--- src/cp0_regs_pkg.sv ---
// offsets, field positions, reset values and enumerations for the
// system-control register bank; assumes a 32-bit AXI4-Lite register port
package cp0_regs_pkg;

  localparam logic [7:0]  OFS_FAULT   = 8'h00;
  localparam logic [7:0]  OFS_BRANCH  = 8'h04;
  localparam logic [7:0]  OFS_COUNT   = 8'h08;
  localparam logic [7:0]  OFS_COMPARE = 8'h0C;
  localparam logic [7:0]  OFS_STATUS  = 8'h10;
  localparam logic [7:0]  OFS_CTRL    = 8'h14;

  localparam int B_IE    = 0;
  localparam int B_EXL   = 1;
  localparam int B_ERL   = 2;
  localparam int B_UM    = 4;
  localparam int B_IM_LO = 10;
  localparam int B_CEE   = 17;
  localparam int B_NMI   = 19;
  localparam int B_SR    = 20;
  localparam int B_RE    = 25;
  localparam int B_RP    = 27;
  localparam int B_CU0   = 28;

  // control register: counter_disable, debug_timer_run, presence bits
  localparam int C_DIS = 0;
  localparam int C_DTR = 1;
  localparam int C_BI  = 30;
  localparam int C_BP  = 31;

  localparam logic [31:0] ST_WMASK  = 32'h7A47FF17;
  localparam logic [31:0] ST_RST    = 32'h00400004;
  localparam logic [1:0]  CTRL_RST  = 2'h2;
  localparam logic [31:0] WORD_RST  = 32'h00000000;

  localparam logic [1:0]  RESP_OKAY   = 2'h0;
  localparam logic [1:0]  RESP_SLVERR = 2'h2;

  typedef enum logic [3:0] {
    EXC_NONE, EXC_VALID, EXC_EXEC, EXC_ADDR, EXC_INTR, EXC_MCHK,
    EXC_BUS, EXC_CACHE, EXC_WATCH, EXC_DEBUG
  } exc_cls_t;

endpackage

--- src/cp0_regs.sv ---
// fault capture, interval timer and processor state registers
// assumes pipeline signals on core_clk; hw_irq_pin is asynchronous
//
// Register access over AXI4-Lite and the register offsets were left to the implementer.
`timescale 1ns/1ps

// Operation
// - validity, execution or addressing exception loads the faulting word.
// - interrupts, nmi, machine check, bus, cache, watch, debug leave it.
// - without a valid word the captured value is whatever arrives.
// - a short faulting word sits in bits 15:0, upper half zero.
// - delay-slot fault loads the prior branch word, same classes.
// - outside delay slot branch word arbitrary; other exceptions keep it.
// - a short branch word sits in bits 15:0, upper half zero.
// - read-only presence bits report each capture register.
// - counter steps every second clock while not disabled.
// - a software write loads the counter.
// - debug_timer_run decides counting while in debug mode.
// - count equal compare raises timer irq until compare written.
// - compare never changes by itself and reads back.
// - accept interrupts only with enable set and level and debug clear.
// - debug, else user when base user and levels clear, else kernel.
// - unusable coprocessor access faults; coprocessor 0 usable in kernel.
// - reduced-power bit drives low_power_out; cleared only by cold reset. Here a status write also clears it.
// - swap bit reverses byte order in user mode only.
// - soft reset entry sets its flag, other entries clear it; software clears.
// - nmi entry sets its flag, other entries clear it; software clears.
// - custom instruction with enable clear raises unusable exception.
// - exception level set on exceptions other than reset, nmi, cache error, debug.
// - error level set on reset, soft reset, nmi, cache error; resets one.
// - global enable is the master enable for all interrupt sources.
// - base mode bit one selects user, zero selects kernel.
module cp0_regs
  import cp0_regs_pkg::*;
(
  input  wire logic        core_clk,
  input  wire logic        arst_n,
  input  wire logic [7:0]  s_axi_awaddr,
  input  wire logic        s_axi_awvalid,
  output logic             s_axi_awready,
  input  wire logic [31:0] s_axi_wdata,
  input  wire logic [3:0]  s_axi_wstrb,
  input  wire logic        s_axi_wvalid,
  output logic             s_axi_wready,
  output logic [1:0]       s_axi_bresp,
  output logic             s_axi_bvalid,
  input  wire logic        s_axi_bready,
  input  wire logic [7:0]  s_axi_araddr,
  input  wire logic        s_axi_arvalid,
  output logic             s_axi_arready,
  output logic [31:0]      s_axi_rdata,
  output logic [1:0]       s_axi_rresp,
  output logic             s_axi_rvalid,
  input  wire logic        s_axi_rready,
  input  wire logic        exc_take,
  input  wire exc_cls_t    exc_cls,
  input  wire logic [31:0] exc_word,
  input  wire logic        exc_word_short,
  input  wire logic        exc_in_delay,
  input  wire logic [31:0] br_word,
  input  wire logic        br_word_short,
  input  wire logic        soft_rst_entry,
  input  wire logic        nmi_entry,
  input  wire logic        debug_flag,
  input  wire logic [5:0]  hw_irq_pin,
  input  wire logic        cop_req,
  input  wire logic [1:0]  cop_num,
  input  wire logic        cx_req,
  output logic             timer_irq_out,
  output logic             low_power_out,
  output logic             irq_accept,
  output logic             kernel_mode,
  output logic             user_mode,
  output logic             user_swap_active,
  output logic             cop_unusable,
  output logic             cx_unusable
);

  function automatic logic is_sync(input exc_cls_t c);
    return (c == EXC_VALID) || (c == EXC_EXEC) || (c == EXC_ADDR);
  endfunction

  function automatic logic [31:0] fit_word(input logic [31:0] w, input logic s);
    return s ? {16'h0000, w[15:0]} : w;
  endfunction

  function automatic logic known(input logic [7:0] a);
    return (a[1:0] == 2'h0) && (a <= OFS_CTRL);
  endfunction

  function automatic logic [31:0] merge(input logic [31:0] o, input logic [31:0] n,
                                        input logic [3:0] s);
    logic [31:0] r;
    r = o;
    for (int i = 0; i < 4; i++)
    begin
      if (s[i])
      begin
        r[i*8 +: 8] = n[i*8 +: 8];
      end
    end
    return r;
  endfunction

  logic [31:0] fault_r;
  logic [31:0] branch_r;
  logic [31:0] cnt_r;
  logic [31:0] cnt_nxt;
  logic [31:0] cmp_r;
  logic [31:0] cmp_nxt;
  logic [31:0] st_r;
  logic [31:0] st_nxt;
  logic [31:0] st_wr;
  logic [1:0]  ctrl_r;
  logic        half_r;
  logic [7:0]  waddr_r;
  logic [31:0] wdata_r;
  logic [3:0]  wstrb_r;
  logic [5:0]  irq_s1_r;
  logic [5:0]  irq_s2_r;
  logic        do_wr;
  logic        wr_cnt;
  logic        wr_cmp;
  logic        wr_st;
  logic        wr_ctrl;
  logic        inc;
  logic        tmatch;
  logic        lvl_clear;
  logic        kern;

  // ---------------- register bus ----------------
  assign do_wr   = !s_axi_awready && !s_axi_wready && !s_axi_bvalid;
  assign wr_cnt  = do_wr && (waddr_r == OFS_COUNT);
  assign wr_cmp  = do_wr && (waddr_r == OFS_COMPARE);
  assign wr_st   = do_wr && (waddr_r == OFS_STATUS);
  assign wr_ctrl = do_wr && (waddr_r == OFS_CTRL);

  always_ff @(posedge core_clk or negedge arst_n)
  begin
    if (!arst_n)
    begin
      s_axi_awready <= 1'b1;
      s_axi_wready  <= 1'b1;
      s_axi_bvalid  <= 1'b0;
      s_axi_bresp   <= RESP_OKAY;
      waddr_r       <= 8'h00;
      wdata_r       <= WORD_RST;
      wstrb_r       <= 4'h0;
    end
    else
    begin
      if (s_axi_awvalid && s_axi_awready)
      begin
        s_axi_awready <= 1'b0;
        waddr_r       <= s_axi_awaddr;
      end
      if (s_axi_wvalid && s_axi_wready)
      begin
        s_axi_wready <= 1'b0;
        wdata_r      <= s_axi_wdata;
        wstrb_r      <= s_axi_wstrb;
      end
      if (do_wr)
      begin
        s_axi_bvalid <= 1'b1;
        s_axi_bresp  <= known(waddr_r) ? RESP_OKAY : RESP_SLVERR;
      end
      if (s_axi_bvalid && s_axi_bready)
      begin
        s_axi_bvalid  <= 1'b0;
        s_axi_awready <= 1'b1;
        s_axi_wready  <= 1'b1;
      end
    end
  end

  always_ff @(posedge core_clk or negedge arst_n)
  begin
    if (!arst_n)
    begin
      s_axi_arready <= 1'b1;
      s_axi_rvalid  <= 1'b0;
      s_axi_rdata   <= WORD_RST;
      s_axi_rresp   <= RESP_OKAY;
    end
    else if (s_axi_arvalid && s_axi_arready)
    begin
      s_axi_arready <= 1'b0;
      s_axi_rvalid  <= 1'b1;
      s_axi_rresp   <= known(s_axi_araddr) ? RESP_OKAY : RESP_SLVERR;
      case (s_axi_araddr)
        OFS_FAULT:   s_axi_rdata <= fault_r;
        OFS_BRANCH:  s_axi_rdata <= branch_r;
        OFS_COUNT:   s_axi_rdata <= cnt_r;
        OFS_COMPARE: s_axi_rdata <= cmp_r;
        OFS_STATUS:  s_axi_rdata <= st_r;
        OFS_CTRL:    s_axi_rdata <= {2'h3, 28'h0000000, ctrl_r};
        default:     s_axi_rdata <= WORD_RST;
      endcase
    end
    else if (s_axi_rvalid && s_axi_rready)
    begin
      s_axi_rvalid  <= 1'b0;
      s_axi_arready <= 1'b1;
    end
  end

  // ---------------- fault capture ----------------
  // no reset: contents are undefined until the first capture
  always_ff @(posedge core_clk)
  begin
    if (exc_take && is_sync(exc_cls))
    begin
      fault_r <= fit_word(exc_word, exc_word_short);
      if (exc_in_delay)
      begin
        branch_r <= fit_word(br_word, br_word_short);
      end
    end
  end

  // ---------------- interval timer ----------------
  assign inc = half_r && !ctrl_r[C_DIS] && (!debug_flag || ctrl_r[C_DTR]);

  always_comb
  begin
    cnt_nxt = cnt_r;
    if (wr_cnt)
    begin
      cnt_nxt = merge(cnt_r, wdata_r, wstrb_r);
    end
    else if (inc)
    begin
      cnt_nxt = cnt_r + 32'h00000001;
    end
    cmp_nxt = wr_cmp ? merge(cmp_r, wdata_r, wstrb_r) : cmp_r;
  end

  // a match raised in the same cycle as a compare write wins over the clear
  assign tmatch = (wr_cnt || inc) && (cnt_nxt == cmp_nxt);

  always_ff @(posedge core_clk or negedge arst_n)
  begin
    if (!arst_n)
    begin
      half_r        <= 1'b0;
      cnt_r         <= WORD_RST;
      cmp_r         <= WORD_RST;
      timer_irq_out <= 1'b0;
      ctrl_r        <= CTRL_RST;
    end
    else
    begin
      half_r <= !half_r;
      cnt_r  <= cnt_nxt;
      cmp_r  <= cmp_nxt;
      if (tmatch)
      begin
        timer_irq_out <= 1'b1;
      end
      else if (wr_cmp)
      begin
        timer_irq_out <= 1'b0;
      end
      if (wr_ctrl && wstrb_r[0])
      begin
        ctrl_r <= wdata_r[1:0];
      end
    end
  end

  // ---------------- processor state ----------------
  assign st_wr = merge(st_r, wdata_r, wstrb_r);

  always_comb
  begin
    st_nxt = st_r;
    if (wr_st)
    begin
      st_nxt = (st_r & ~ST_WMASK) | (st_wr & ST_WMASK);
      st_nxt[B_SR]  = st_r[B_SR] & st_wr[B_SR];
      st_nxt[B_NMI] = st_r[B_NMI] & st_wr[B_NMI];
    end
    // hardware entries come after the software write so that they win
    if (soft_rst_entry || nmi_entry)
    begin
      st_nxt[B_SR]  = soft_rst_entry;
      st_nxt[B_NMI] = nmi_entry && !soft_rst_entry;
      st_nxt[B_ERL] = 1'b1;
    end
    else if (exc_take && exc_cls == EXC_CACHE)
    begin
      st_nxt[B_ERL] = 1'b1;
    end
    else if (exc_take && exc_cls != EXC_NONE && exc_cls != EXC_DEBUG)
    begin
      st_nxt[B_EXL] = 1'b1;
    end
  end

  // cold reset is the only reset here; it and a status write clear low_power_request
  always_ff @(posedge core_clk or negedge arst_n)
  begin
    if (!arst_n)
    begin
      st_r <= ST_RST;
    end
    else
    begin
      st_r <= st_nxt;
    end
  end

  // pins are asynchronous; the first stage is read only by the second
  always_ff @(posedge core_clk or negedge arst_n)
  begin
    if (!arst_n)
    begin
      irq_s1_r <= 6'h00;
      irq_s2_r <= 6'h00;
    end
    else
    begin
      irq_s1_r <= hw_irq_pin;
      irq_s2_r <= irq_s1_r;
    end
  end

  assign lvl_clear = !st_r[B_EXL] && !st_r[B_ERL];
  assign kern      = !debug_flag && !(st_r[B_UM] && lvl_clear);

  always_ff @(posedge core_clk or negedge arst_n)
  begin
    if (!arst_n)
    begin
      low_power_out    <= 1'b0;
      irq_accept       <= 1'b0;
      kernel_mode      <= 1'b1;
      user_mode        <= 1'b0;
      user_swap_active <= 1'b0;
      cop_unusable     <= 1'b0;
      cx_unusable      <= 1'b0;
    end
    else
    begin
      low_power_out    <= st_r[B_RP];
      irq_accept       <= st_r[B_IE] && lvl_clear && !debug_flag
                          && |(irq_s2_r & st_r[B_IM_LO +: 6]);
      kernel_mode      <= kern;
      user_mode        <= !debug_flag && st_r[B_UM] && lvl_clear;
      user_swap_active <= !debug_flag && st_r[B_UM] && lvl_clear && st_r[B_RE];
      cop_unusable     <= cop_req && !st_r[B_CU0 + 32'(cop_num)]
                          && !(cop_num == 2'h0 && (kern || debug_flag));
      cx_unusable      <= cx_req && !st_r[B_CEE];
    end
  end
endmodule // cp0_regs

--- config.mk ---
export PLATFORM = sky130hd
export DESIGN_NAME = cp0_regs
export DESIGN_NICKNAME = d
export VERILOG_FILES = /design/src/cp0_regs_pkg.sv /design/src/cp0_regs.sv
export SDC_FILE = /design/constraint.sdc
export NUM_CORES = 1
export LEC_CHECK = 0
export BUFFER_PORTS_ARGS = -buffer_cell sky130_fd_sc_hd__buf_2
export CELL_PAD_IN_SITES_DETAIL_PLACEMENT = 0
export CELL_PAD_IN_SITES_GLOBAL_PLACEMENT = 1
export CORE_MARGIN = 2
export CORE_UTILIZATION = 51
export CTS_BUF_LIST = sky130_fd_sc_hd__clkbuf_8
export DETAILED_ROUTE_END_ITERATION = 12
export HOLD_SLACK_MARGIN = 0.15
export PLACE_DENSITY_LB_ADDON = 0.1
export REMOVE_ABC_BUFFERS = 1
export SYNTH_ARGS = -nofsm -noshare
export SYNTH_HDL_FRONTEND = slang
export SYNTH_SLANG_ARGS = --single-unit
--- constraint.sdc ---
create_clock -name core_clk -period 5.35 [get_ports core_clk]
set_input_delay 1.07 -clock core_clk [delete_from_list [all_inputs] [get_ports core_clk]]
set_output_delay 1.07 -clock core_clk [all_outputs]
set_load 0.02 [all_outputs]
### Yosys cells after proc, flatten, opt, wreduce, memory -nomap -nowiden

Index checks and enable logic that the tools add are counted.

| cells by class | value |
|---|---|
| order comparisons | 3 |
| add/subtract/negate cells | 2 |
| mux-type cells | 39 |
| shift operators | 0 |
| div/mod/pow operators | 0 |
| bitwise operators | 4 |
| multipliers | 0 |
| equal/unequal tests | 15 |
| reductions and logical operators | 68 |

Operators by type and width:

| operator | count |
|---|---|
| $pmux 32 s6 | 1 |
| $mux 32 | 3 |
| $mux 8 | 9 |
| $logic_and 1x1->1 | 35 |
| $add 32x1->32 const B | 1 |
| $eq 32x32->1 | 1 |
| $eq 8x4->1 const B | 4 |
| $eq 8x5->1 const B | 4 |
| $or 32x31->32 | 1 |
| $mux 21 | 1 |
| $mux 1 | 18 |
| $le 8x5->1 const B | 2 |
| $mux 7 | 2 |
| $logic_not 1->1 | 13 |
| $reduce_bool 2->1 | 6 |
| $eq 4x2->1 const B | 2 |
| $eq 8x3->1 const B | 1 |
| $logic_not 8->1 | 1 |
| $add 5x2->6 const A | 1 |
| $and 6x6->6 | 1 |
| $logic_not 2->1 | 3 |
| $logic_or 1x1->1 | 6 |
| $lt 6x6->1 const B | 1 |
| $mux 2 | 3 |
| 10 further kinds | 11 |

| word-level totals | value |
|---|---|
| memory bits (writable) | 0 |
| memory bits (read-only) | 0 |
| logic and storage cells | 164 |
| input bits | 144 |
| latch bits | 0 |
| output and inout bits | 49 |
| memories kept | 0 |
| flip-flop bits (word level) | 268 |

### Depth between registers and ports, before layout

Gate-level depths: netlist of run 1.

| logic depth | value |
|---|---|
| depth after elaboration | 9 |
| depth in mapped cells | 13 |
| depth with buffers taken out | 9 |

### Worst setup path before layout of run 1

OpenSTA, ideal clock, no wires.

| timing | value |
|---|---|
| path kind | input-to-reg |
| start | in exc_take |
| end | reg branch_r[0] (enable) |
| data required time | 4.958 ns |
| setup time | 0.392 ns |
| stages | 3 |
| path slack | 0.264 ns |
| arrival time | 4.694 ns |
| buffers on the path | 0 |
| cell sequence | nor2b_1 -> nor3b_1 -> and2_1 |

| between the ends | value |
|---|---|
| cells in the longest elaborated chain, start to end | 2 |

RTL lines:

| element | RTL line | text |
|---|---|---|
| from (decl) | cp0_regs.sv:55 | `input wire logic exc_take,` |
| $logic_and 1x1->1 | cp0_regs.sv:212 | `if (exc_take && is_sync(exc_cls))` |
| $reduce_and 2->1 (no source line) | n/a |  |
| to (signal assigned) | cp0_regs.sv:217 | `branch_r <= fit_word(br_word, br_word_short);` |
| to (decl) | cp0_regs.sv:106 | `logic [31:0] branch_r;` |

Every way passes these cells.
A chain may end at the register's enable or synchronous reset.

### Worst setup path in the final report of run 1

| timing | value |
|---|---|
| start | reg cnt_r[8] |
| end | reg timer_irq_out |

| between the ends | value |
|---|---|
| cells in the longest elaborated chain, start to end | 6 |
| elaborated cells on any way between the ends | 8 |
| classes of those cells | add/sub (1); eq/ne (1); mux (4); reduce/logical (2) |

RTL lines:

| element | RTL line | text |
|---|---|---|
| from (decl) | cp0_regs.sv:107 | `logic [31:0] cnt_r;` |
| from (signal assigned) | cp0_regs.sv:255 | `cnt_r <= cnt_nxt;` |
| $add 32x1->32 (*) | cp0_regs.sv:234 | `cnt_nxt = cnt_r + 32'h00000001;` |
| $mux 32 (*) | cp0_regs.sv:232 | `else if (inc)` |
| $mux 32 (*) | cp0_regs.sv:228 | `if (wr_cnt)` |
| net cnt_nxt[13] | cp0_regs.sv:108 | `logic [31:0] cnt_nxt;` |
| $eq 32x32->1 (*) | cp0_regs.sv:240 | `assign tmatch = (wr_cnt \|\| inc) && (cnt_nxt == cmp_nxt);` |
| $logic_and 1x1->1 (*) | cp0_regs.sv:240 |  |
| $mux 1 / $reduce_bool 2->1 (equally long branches) | n/a |  |
| to (signal assigned) | cp0_regs.sv:249 | `timer_irq_out <= 1'b0;` |
| to (signal assigned) | cp0_regs.sv:259 | `timer_irq_out <= 1'b1;` |
| to (signal assigned) | cp0_regs.sv:263 | `timer_irq_out <= 1'b0;` |
| to (decl) | cp0_regs.sv:69 | `output logic timer_irq_out,` |

Mark *: on every way through the listed nets, which the timed path passes. The rest lies on a longest branch.

==> results of run 1 <==
## cells by family after synthesis
kind of cell,after synthesis,synth area share
AO/OA/AOI/OAI,201,0.139
XOR/XNOR,32,0.0239
adder cells (fa/ha/maj),1,0.00107
buffers and inverters,77,0.0277
flip-flops,257,0.577
multiplexers,104,0.0992
other,1,0.000320
AND/OR/NAND/NOR,287,0.132
## synthesized netlist by cell type, types with 3 or more instances
cell / instances / area share
nor3_1: 10 / 0.0043
o22ai_1: 5 / 0.0027
a222oi_1: 20 / 0.017
nand2b_1: 8 / 0.0043
nor4_1: 12 / 0.0064
inv_1: 21 / 0.0067
nand2_1: 87 / 0.028
a22oi_1: 11 / 0.0071
dfstp_2: 7 / 0.016
buf_2: 4 / 0.0017
o211a_1: 4 / 0.0034
clkbuf_1: 45 / 0.014
a22o_1: 50 / 0.037
buf_4: 4 / 0.0026
mux2_2: 96 / 0.092
mux2i_1: 8 / 0.0068
and4_1: 4 / 0.0030
o221a_2: 9 / 0.0087
a221oi_1: 9 / 0.0067
or4_1: 7 / 0.0045
a31oi_1: 3 / 0.0016
or3_1: 3 / 0.0016
nand4_1: 21 / 0.011
xor2_1: 19 / 0.014
a211oi_1: 5 / 0.0032
o32ai_1: 5 / 0.0037
nor2b_1: 41 / 0.022
o211ai_1: 6 / 0.0038
a21oi_1: 29 / 0.012
o21ai_0: 13 / 0.0056
and3_1: 10 / 0.0053
dfrtp_1: 186 / 0.40
nand3_1: 25 / 0.011
edfxtp_1: 64 / 0.16
and2_1: 4 / 0.0021
xnor2_1: 13 / 0.0097
a311oi_1: 4 / 0.0030
nor2_1: 33 / 0.011
## power by group
part           total, W  leakage, nW  switching, W  internal (W)
combinational   0.00109         2.74      0.000566      0.000521
clock           0.00184        0.504      0.000838       0.00100
sequential      0.00282         3.01      0.000446       0.00237
## final cells by class
class                   count  area share
inverters                  21     0.00569
multi-input cells         627       0.337
clock inverters            36      0.0194
clock buffers              46      0.0457
flip-flops and latches    257       0.488
repair buffers            207      0.0785
well taps                 285      0.0257
## layer usage
metal,share of wire,vias to the layer above,routed length (um)
li1,-,4043,-
met1,0.45,4421,15200
met2,0.46,368,15400
met3,0.074,53,2520
met4,0.021,0,713
met5,0,-,0
## worst max path at each step
| stage | startpoint | endpoint | depth (start not counted) |
|---|---|---|---|
| floorplan | exc_take | branch_r[0] | 3 |
| global placement | cnt_r[8] | timer_irq_out | 9 |
| detailed placement | waddr_r[0] | timer_irq_out | 9 |
| CTS | waddr_r[0] | timer_irq_out | 9 |
| global route | waddr_r[0] | timer_irq_out | 9 |
| finish | cnt_r[8] | timer_irq_out | 9 |
## flip-flops by register name, summed over array words and instances, names as in the netlist, 2 cells and up
register / count
branch_r: 32
cmp_r: 32
cnt_r: 32
ctrl_r: 2
fault_r: 32
irq_s1_r: 6
irq_s2_r: 6
s_axi_rdata: 32
st_r: 23
waddr_r: 8
wdata_r: 32
wstrb_r: 4
## worst max-delay path: stages, from the launching register on
cell and delay [ns]:
dfrtp_1 0.53, nand4_1 0.46, nor4_2 0.99, nand4_1 0.16, and3_1 0.21, xor2_1 0.17, or4_1 0.51, nor4_1 0.28
nand4bb_1 0.18, o22ai_2 0.14
## through the flow
stage          setup WS, ns  total power, W  cells  hold WS [ns]
4_1_cts                1.67         0.00577   1479         0.349
6_report               1.62         0.00575   1479         0.345
2_1_floorplan         0.264         0.00342    905         0.331
3_3_place_gp           1.80         0.00392   1397         0.331
3_5_place_dp           1.70         0.00394   1397         0.335
5_1_grt                1.46         0.00601   1479         0.360
==> summary.txt, run 1 <==
Status
  • Status: complete, no violations

Min path
  • WHS Path Cells: 0
  • Worst Hold Path EP: irq_s2_r[0]
  • Hold WC Path Type: flip-flop to flip-flop
  • Min-delay src: irq_s1_r[0]

Worst setup path
  • Worst flop-to-flop path endpoint: timer_irq_out
  • Worst Path Max Fanout: 9
  • Worst EP required: 5.83 ns
  • Endpoint class of the critical path: flip-flop
  • CP startpoint kind: flip-flop
  • Worst flop-to-flop path startpoint: cnt_r[8]
  • Critical path arrival: 4.21 ns
  • Critical path class: flip-flop to flip-flop
  • FF-to-FF setup slack: 1.62 ns
  • Reg2reg path depth: 9

Routing
  • Drt wl/cell: 22.9 um
  • Drt via density: around 6
  • Final wirelength: 33900 um
  • DR DRC count: 0
  • Vias: between 8000 and 9000
  • Drt pass-1 iters: 6
  • DRT iter0 DRCs: approximately 800
  • Antenna viol nets, final: 0

Die
  • Die outline width: roughly 160 um
  • FP Rows: 55
  • I/O pin count: 193
  • Initial core utilization: 0.519
  • Die area: 24200 um^2
  • Overall die height: 156 um
  • Core area: ~23000 um^2

CTS
  • Longest Clk Path Bufs: 3
  • Num CTS Buffers: 44
  • Clock-pin transition on the worst setup and hold timing paths: 0.07 ns
  • Clock Sinks: 257
  • CTS tree: done
  • H-tree level count: 2
  • Root Buffer: clkbuf_8
  • # resized after CTS: 0
  • Setup bufs post-CTS: 0
  • Clk_lat worst skew: 0.56 ns
  • Hold buffer count at cts: 0

Synth
  • Syn_area_per_cell: 12.2 um^2
  • Synth warn: 0
  • Yosys reg bits: 257
  • Ys flop type: dfrtp_1
  • Yosys cell types: a little under 80
  • Cells after synthesis: 960
  • Mapped cell area: between 10000 and 15000 um^2
  • Seq/Total Area, Yosys: 0.577
  • Ys async rst share: 0.751
  • EDFF count, synth: 64

Timing
  • Final Setup Violations: 0
  • Final Max Slew Viols: 0
  • Relative max-transition margin: 0.0532
  • Final hold violation count: 0
  • Worst Max-Slew Pin Slew: 1.42 ns
  • RSZ-0062 raised after global routing: false
  • Fin Setup TNS: 0 ns
  • Skew final: between 0.02 and 0.025 ns
  • Fmax: about 270 MHz
  • Min Tclk post-route: 3.73 ns
  • Final worst-path cycle share: 0.697

Power and ir drop
  • Maximum vdd drop: 0.260 mV
  • Pleak: 6.26 nW
  • Pwr dens: around 410 nW/um^2

Cells and area
  • Multi-input gate area: 4670 um^2
  • Share of cells above drive strength 1: 0.343
  • Nets: 1303
  • P&R area growth vs syn: 18.3%
  • Most common cell after layout, fill and taps aside: buf_2
  • Register Area: 6760 um^2
  • Fillers: 1908
  • # diodes: 0
  • Post-layout util: 0.614
  • Commonest cells after routing, fill and taps aside: buf_2 (189), dfrtp_1 (186), mux2_2 (96)
  • Post-route cell area: ~14000 um^2

GRT
  • Met2 Use GR: 0.444
  • Most Used Layer, Global Route: met2
  • GR Layer Usage met1: 0.404
  • Total grt overflow: 0
  • Initial antenna violation count: 0
  • GRT Overall Usage: 0.282
  • Largest net degree at the start of global routing: 89
  • First-pass GRT wire length: 51800 um
  • Number of global-route vias before repair: 8781
  • Global Route met3 Usage: 0.0549

Job
  • MaxCap Viol Count: 0

Placed design
  • IO Port Bufs: 190
  • Placed Instance Area: around 13000 um^2
  • RePlAce Congestion: ~0.9
  • Hpwl dp: 23300 um
Power figures use the tool's default switching activity.
==> inputs of run 2 (changes only) <==
--- a/config.mk
+++ b/config.mk
@@ -9,7 +9,7 @@
 export CELL_PAD_IN_SITES_DETAIL_PLACEMENT = 0
 export CELL_PAD_IN_SITES_GLOBAL_PLACEMENT = 1
 export CORE_MARGIN = 2
-export CORE_UTILIZATION = 51
+export CORE_UTILIZATION = 47
 export CTS_BUF_LIST = sky130_fd_sc_hd__clkbuf_8
 export DETAILED_ROUTE_END_ITERATION = 12
 export HOLD_SLACK_MARGIN = 0.15
==> constraint.sdc (replaced) <==
create_clock -name core_clk -period 3.9 [get_ports core_clk]
set_input_delay 0.78 -clock core_clk [delete_from_list [all_inputs] [get_ports core_clk]]
set_output_delay 0.78 -clock core_clk [all_outputs]
set_load 0.02 [all_outputs]
==> summary.txt, run 2 (synthesized netlist as in run 1, its figures left out) <==
Timing
  • Final Setup Violations: 0
  • Fin Setup TNS: 0 ns
  • Skew final: 0.0149 ns
  • Final worst-path cycle share: 0.920
  • Min Tclk post-route: 3.59 ns
  • Final hold violation count: 0
  • Fmax: 279 MHz
  • Relative max-transition margin: 0.467
  • Worst Max-Slew Pin Slew: 0.795 ns
  • Final worst slack: 0.312 ns
  • RSZ-0062 raised after global routing: false
  • Final Max Slew Viols: 0

Placed design
  • IO Port Bufs: 190
  • Hpwl dp: 23500 um
  • DP Worst Slack: around 0.33 ns
  • Placed Instance Area: 13100 um^2
  • RePlAce Congestion: between 0.9 and 1

Power and ir drop
  • Pleak: 6.36 nW
  • Maximum vdd drop: 0.273 mV
  • Pwr dens: 567 nW/um^2
  • Pwr Total: 0.00798 W

GRT
  • Number of global-route vias before repair: ~9000
  • GRT Overall Usage: 0.260
  • First-pass GRT wire length: just over 50000 um
  • Total grt overflow: 0
  • Largest net degree at the start of global routing: between 80 and 90
  • Initial antenna violation count: 0

Routing
  • Antenna viol nets, final: 0
  • Final wirelength: 33900 um
  • DR DRC count: 0
  • Vias: 8890
  • Drt via density: between 5 and 6
  • DRT iter0 DRCs: roughly 740
  • Drt pass-1 iters: 7
  • Drt wl/cell: between 20 and 25 um

Worst setup path
  • Critical path arrival: 4.06 ns
  • CP startpoint kind: flip-flop
  • Endpoint class of the critical path: flip-flop
  • Worst EP required: 4.37 ns
  • Critical path class: flip-flop to flip-flop
  • Worst Path Max Fanout: 26

Die
  • Overall die height: 162 um
  • I/O pin count: 193
  • Die outline width: 162 um
  • Die area: 26200 um^2
  • Core area: around 24000 um^2
  • Initial core utilization: 0.480
  • FP Rows: 57

Cells and area
  • Nets: about 1300
  • Post-route cell area: 14100 um^2
  • Commonest cells after routing, fill and taps aside: buf_2 (189), dfrtp_1 (186), mux2_2 (96)
  • Fillers: 2136
  • Most common cell after layout, fill and taps aside: buf_2
  • Register Area: 6760 um^2
  • Multi-input gate area: 4660 um^2
  • Share of cells above drive strength 1: 0.354
  • # diodes: 0
  • P&R area growth vs syn: 20.3%

CTS
  • Setup bufs post-CTS: 0
  • Clock-pin transition on the worst setup and hold timing paths: 0.06 ns
  • Num CTS Buffers: 44
  • H-tree level count: 2
  • CTS tree: done
  • # resized after CTS: 0
  • Longest Clk Path Bufs: 3
  • Clk_lat worst skew: ~0.54 ns
  • Clock Sinks: about 260
  • Hold buffer count at cts: 0
  • Root Buffer: clkbuf_8

Job
  • MaxCap Viol Count: 0

Status
  • Status: complete, no violations

Min path
  • Hold WC Path Type: input pin to async pin
run 2: changes by cell type in the layout (fill, tap and decap cells not counted):
cell        change
clkinv_2        -5
inv_1           -4
nor4_2          -1
clkbuf_8       +15
buf_12          +2
clkinvlp_4      -2
nor2_1          +1
buf_4          +13
clkinv_1        -4
nor2_2          -1
bufinv_16       -3
nor4_1          +1
run 2: metal layers:
metal / up-vias / wire length, um / GRT usage
met3: 58 / 2530 / 0.0564
met1: 4406 / 15100 / 0.366
met4: 0 / 805 / 0.0792
met2: 362 / 15400 / 0.405
met5: - / 0 / 0
li1: 4064 / - / -
run 2: through the flow:
stage | utilization | cells | hold slack [ns]
4_1_cts | 0.577 | 1530 | 0.265
3_5_place_dp | 0.538 | 1451 | 0.335
5_1_grt | 0.577 | 1530 | 0.293
6_report | 0.577 | 1530 | 0.252
2_1_floorplan | - | 905 | 0.331
3_3_place_gp | 0.538 | 1451 | 0.333
run 2: power by group:
| part | leakage (nW) | switching (W) | internal, W |
|---|---|---|---|
| clock network | 0.522 | 0.00111 | 0.00146 |
| logic | 2.82 | 0.000788 | 0.000742 |
| registers | 3.01 | 0.000616 | 0.00326 |
| total | 6.36 | 0.00252 | 0.00546 |
run 2: cell type report:
class                      instances  share of cell area
multi-input combinational        627               0.331
inverter                          21             0.00560
timing repair buffer             222              0.0870
clock buffer                      61              0.0596
clock inverter                    18             0.00773
sequential                       257               0.480
tap                              324              0.0288
run 2: path summary, 6_finish.rpt:
path / startpoint / to / slack, ns / cells after the start
max: waddr_r[0] / timer_irq_out / 0.31 / 9
min: arst_n / s_axi_rresp[1] / 0.25 / 1
max reg2reg: waddr_r[0] / timer_irq_out / 0.31 / 9
min reg2reg: irq_s1_r[0] / irq_s2_r[0] / 0.35 / 0
max in group asynchronous: arst_n / st_r[2] / 2.70 / 2
min in group core_clk: hw_irq_pin[1] / irq_s1_r[1] / 0.34 / 1
run 2: critical path, stage by stage (launching register included):
cell	delay (ns)
dfrtp_1	0.36
or4_1	0.73
or4_4	0.79
o311a_1	0.20
nor3_1	0.27
xor2_1	0.10
or4_1	0.51
nor4_1	0.27
nand4bb_1	0.16
o22ai_2	0.12
==> inputs of run 3 (changes only) <==
--- a/config.mk
+++ b/config.mk
@@ -13,7 +13,7 @@
 export CTS_BUF_LIST = sky130_fd_sc_hd__clkbuf_8
 export DETAILED_ROUTE_END_ITERATION = 12
 export HOLD_SLACK_MARGIN = 0.15
-export PLACE_DENSITY_LB_ADDON = 0.1
+export PLACE_DENSITY = 0.79
 export REMOVE_ABC_BUFFERS = 1
 export SYNTH_ARGS = -nofsm -noshare
 export SYNTH_HDL_FRONTEND = slang
==> summary.txt, run 3 (synthesized netlist as in run 1, its figures left out) <==
CTS
  • Setup bufs post-CTS: 0
  • Clk_lat worst skew: around 0.55 ns
  • Longest Clk Path Bufs: 3
  • Hold buffer count at cts: 0
  • Clock-pin transition on the worst setup and hold timing paths: 0.06 ns
  • CTS tree: done
  • Root Buffer: clkbuf_8
  • H-tree level count: 2
  • Clock Sinks: 257
  • Num CTS Buffers: 45
  • # resized after CTS: 0

Placed design
  • Hpwl dp: 23200 um
  • DP Worst Slack: between 0.3 and 0.4 ns
  • Placed Instance Area: 13100 um^2
  • IO Port Bufs: 190
  • RePlAce Congestion: 0.926

Cells and area
  • Share of cells above drive strength 1: 0.349
  • Commonest cells after routing, fill and taps aside: buf_2 (189), dfrtp_1 (186), mux2_2 (96)
  • Nets: 1317
  • Most common cell after layout, fill and taps aside: buf_2
  • P&R area growth vs syn: 20.7%
  • Fillers: 2094
  • Post-route cell area: 14100 um^2

Routing
  • DR DRC count: 0
  • DRT iter0 DRCs: 730
  • Antenna viol nets, final: 0
  • Vias: 8904
  • Drt wl/cell: 21.9 um
  • Drt via density: roughly 5.8
  • Final wirelength: 33700 um
  • Drt pass-1 iters: 7

Timing
  • Fmax: 284 MHz
  • Min Tclk post-route: 3.53 ns
  • RSZ-0062 raised after global routing: false
  • Final worst slack: roughly 0.37 ns
  • Worst Max-Slew Pin Slew: a little over 1 ns
  • Final worst-path cycle share: 0.904
  • Relative max-transition margin: 0.328
  • Final Setup Violations: 0
  • Final hold violation count: 0
  • Final hold slack: roughly 0.32 ns
  • Final Max Slew Viols: 0
  • Skew final: roughly 0.021 ns

Power and ir drop
  • Cell-internal power: 0.00558 W
  • Part of the power in the clock network: 0.332
  • Switching part of the total power: 0.310
  • Pwr dens: 572 nW/um^2
  • Seq pwr share: 0.480
  • NetSw: 0.00251 W
  • Maximum vdd drop: between 0.3 and 0.4 mV
  • Pwr Total: 0.00809 W
  • Pleak: around 6.4 nW
  • Logic gate share of total power: 0.187

Worst setup path
  • Critical path class: flip-flop to flip-flop
  • CP startpoint kind: flip-flop
  • Worst Path Max Fanout: 16
  • Endpoint class of the critical path: flip-flop
  • Critical path arrival: 3.99 ns
  • Worst EP required: 4.36 ns

GRT
  • Initial antenna violation count: 1
  • Total grt overflow: 0
  • First-pass GRT wire length: between 50000 and 60000 um
  • Largest net degree at the start of global routing: 102
  • GRT Overall Usage: 0.258
  • Number of global-route vias before repair: 8937

Job
  • MaxCap Viol Count: 0

Min path
  • Hold WC Path Type: input pin to async pin

Die
  • Die outline width: 162 um
  • Die area: 26200 um^2
  • Core area: 24400 um^2
  • FP Rows: 57
  • I/O pin count: 193
  • Overall die height: between 150 and 200 um
  • Initial core utilization: 0.480

Status
  • Status: complete, no violations
## run 3: routing by layer
metal,global-route usage,share of wire,vias to the layer above
li1,-,-,4065
met1,0.367,0.45,4450
met2,0.407,0.46,340
met3,0.0439,0.064,49
met4,0.0792,0.021,0
met5,0,0,-
## run 3: cell type report
type | count | area [um^2] | share of cell area
multi-input cells | 627 | 4660 | 0.330
clock inverters | 27 | 219 | 0.0155
clock buffers | 57 | 785 | 0.0555
inverters | 21 | 78.8 | 0.00558
well taps | 324 | 405 | 0.0287
repair buffers | 220 | 1220 | 0.0865
flip-flops and latches | 257 | 6760 | 0.478
diodes | 1 | 2.50 | 0.000177
## run 3: final timing paths
kind / startpoint / to / slack, ns / cells after the start
setup / recovery: waddr_r[0] / timer_irq_out / 0.37 / 9
hold / removal: arst_n / low_power_out / 0.32 / 1
setup reg to reg: waddr_r[0] / timer_irq_out / 0.37 / 9
hold reg to reg: irq_s1_r[2] / irq_s2_r[2] / 0.35 / 0
max in group asynchronous: arst_n / st_r[2] / 2.68 / 2
min in group core_clk: hw_irq_pin[4] / irq_s1_r[4] / 0.34 / 1
## run 3: power by group through the flow
stage	Sequential (W)	Combinational, W	Clock (W)
floorplan	0.00370	0.000988	0
global placement	0.00390	0.00149	0
detailed placement	0.00391	0.00151	0
CTS	0.00387	0.00152	0.00274
global route	0.00395	0.00166	0.00289
finish	0.00388	0.00152	0.00269
## run 3: per-stage QoR
step	TNS, ns	util	cells
after CTS	0	0.579	1533
after floorplan	-47.21	-	905
final	0	0.579	1534
after detailed placement	0	0.538	1449
after global routing	0	0.579	1533
after global placement	0	0.538	1449
## run 3: worst max-delay path: stages, from the launching register on
cell and delay, ns:
dfrtp_1 0.37, or4_1 0.72, or4_4 0.72, o311a_1 0.17, nor3_1 0.29, xor2_1 0.11, or4_1 0.51, nor4_1 0.27
nand4bb_1 0.16, o22ai_2 0.13
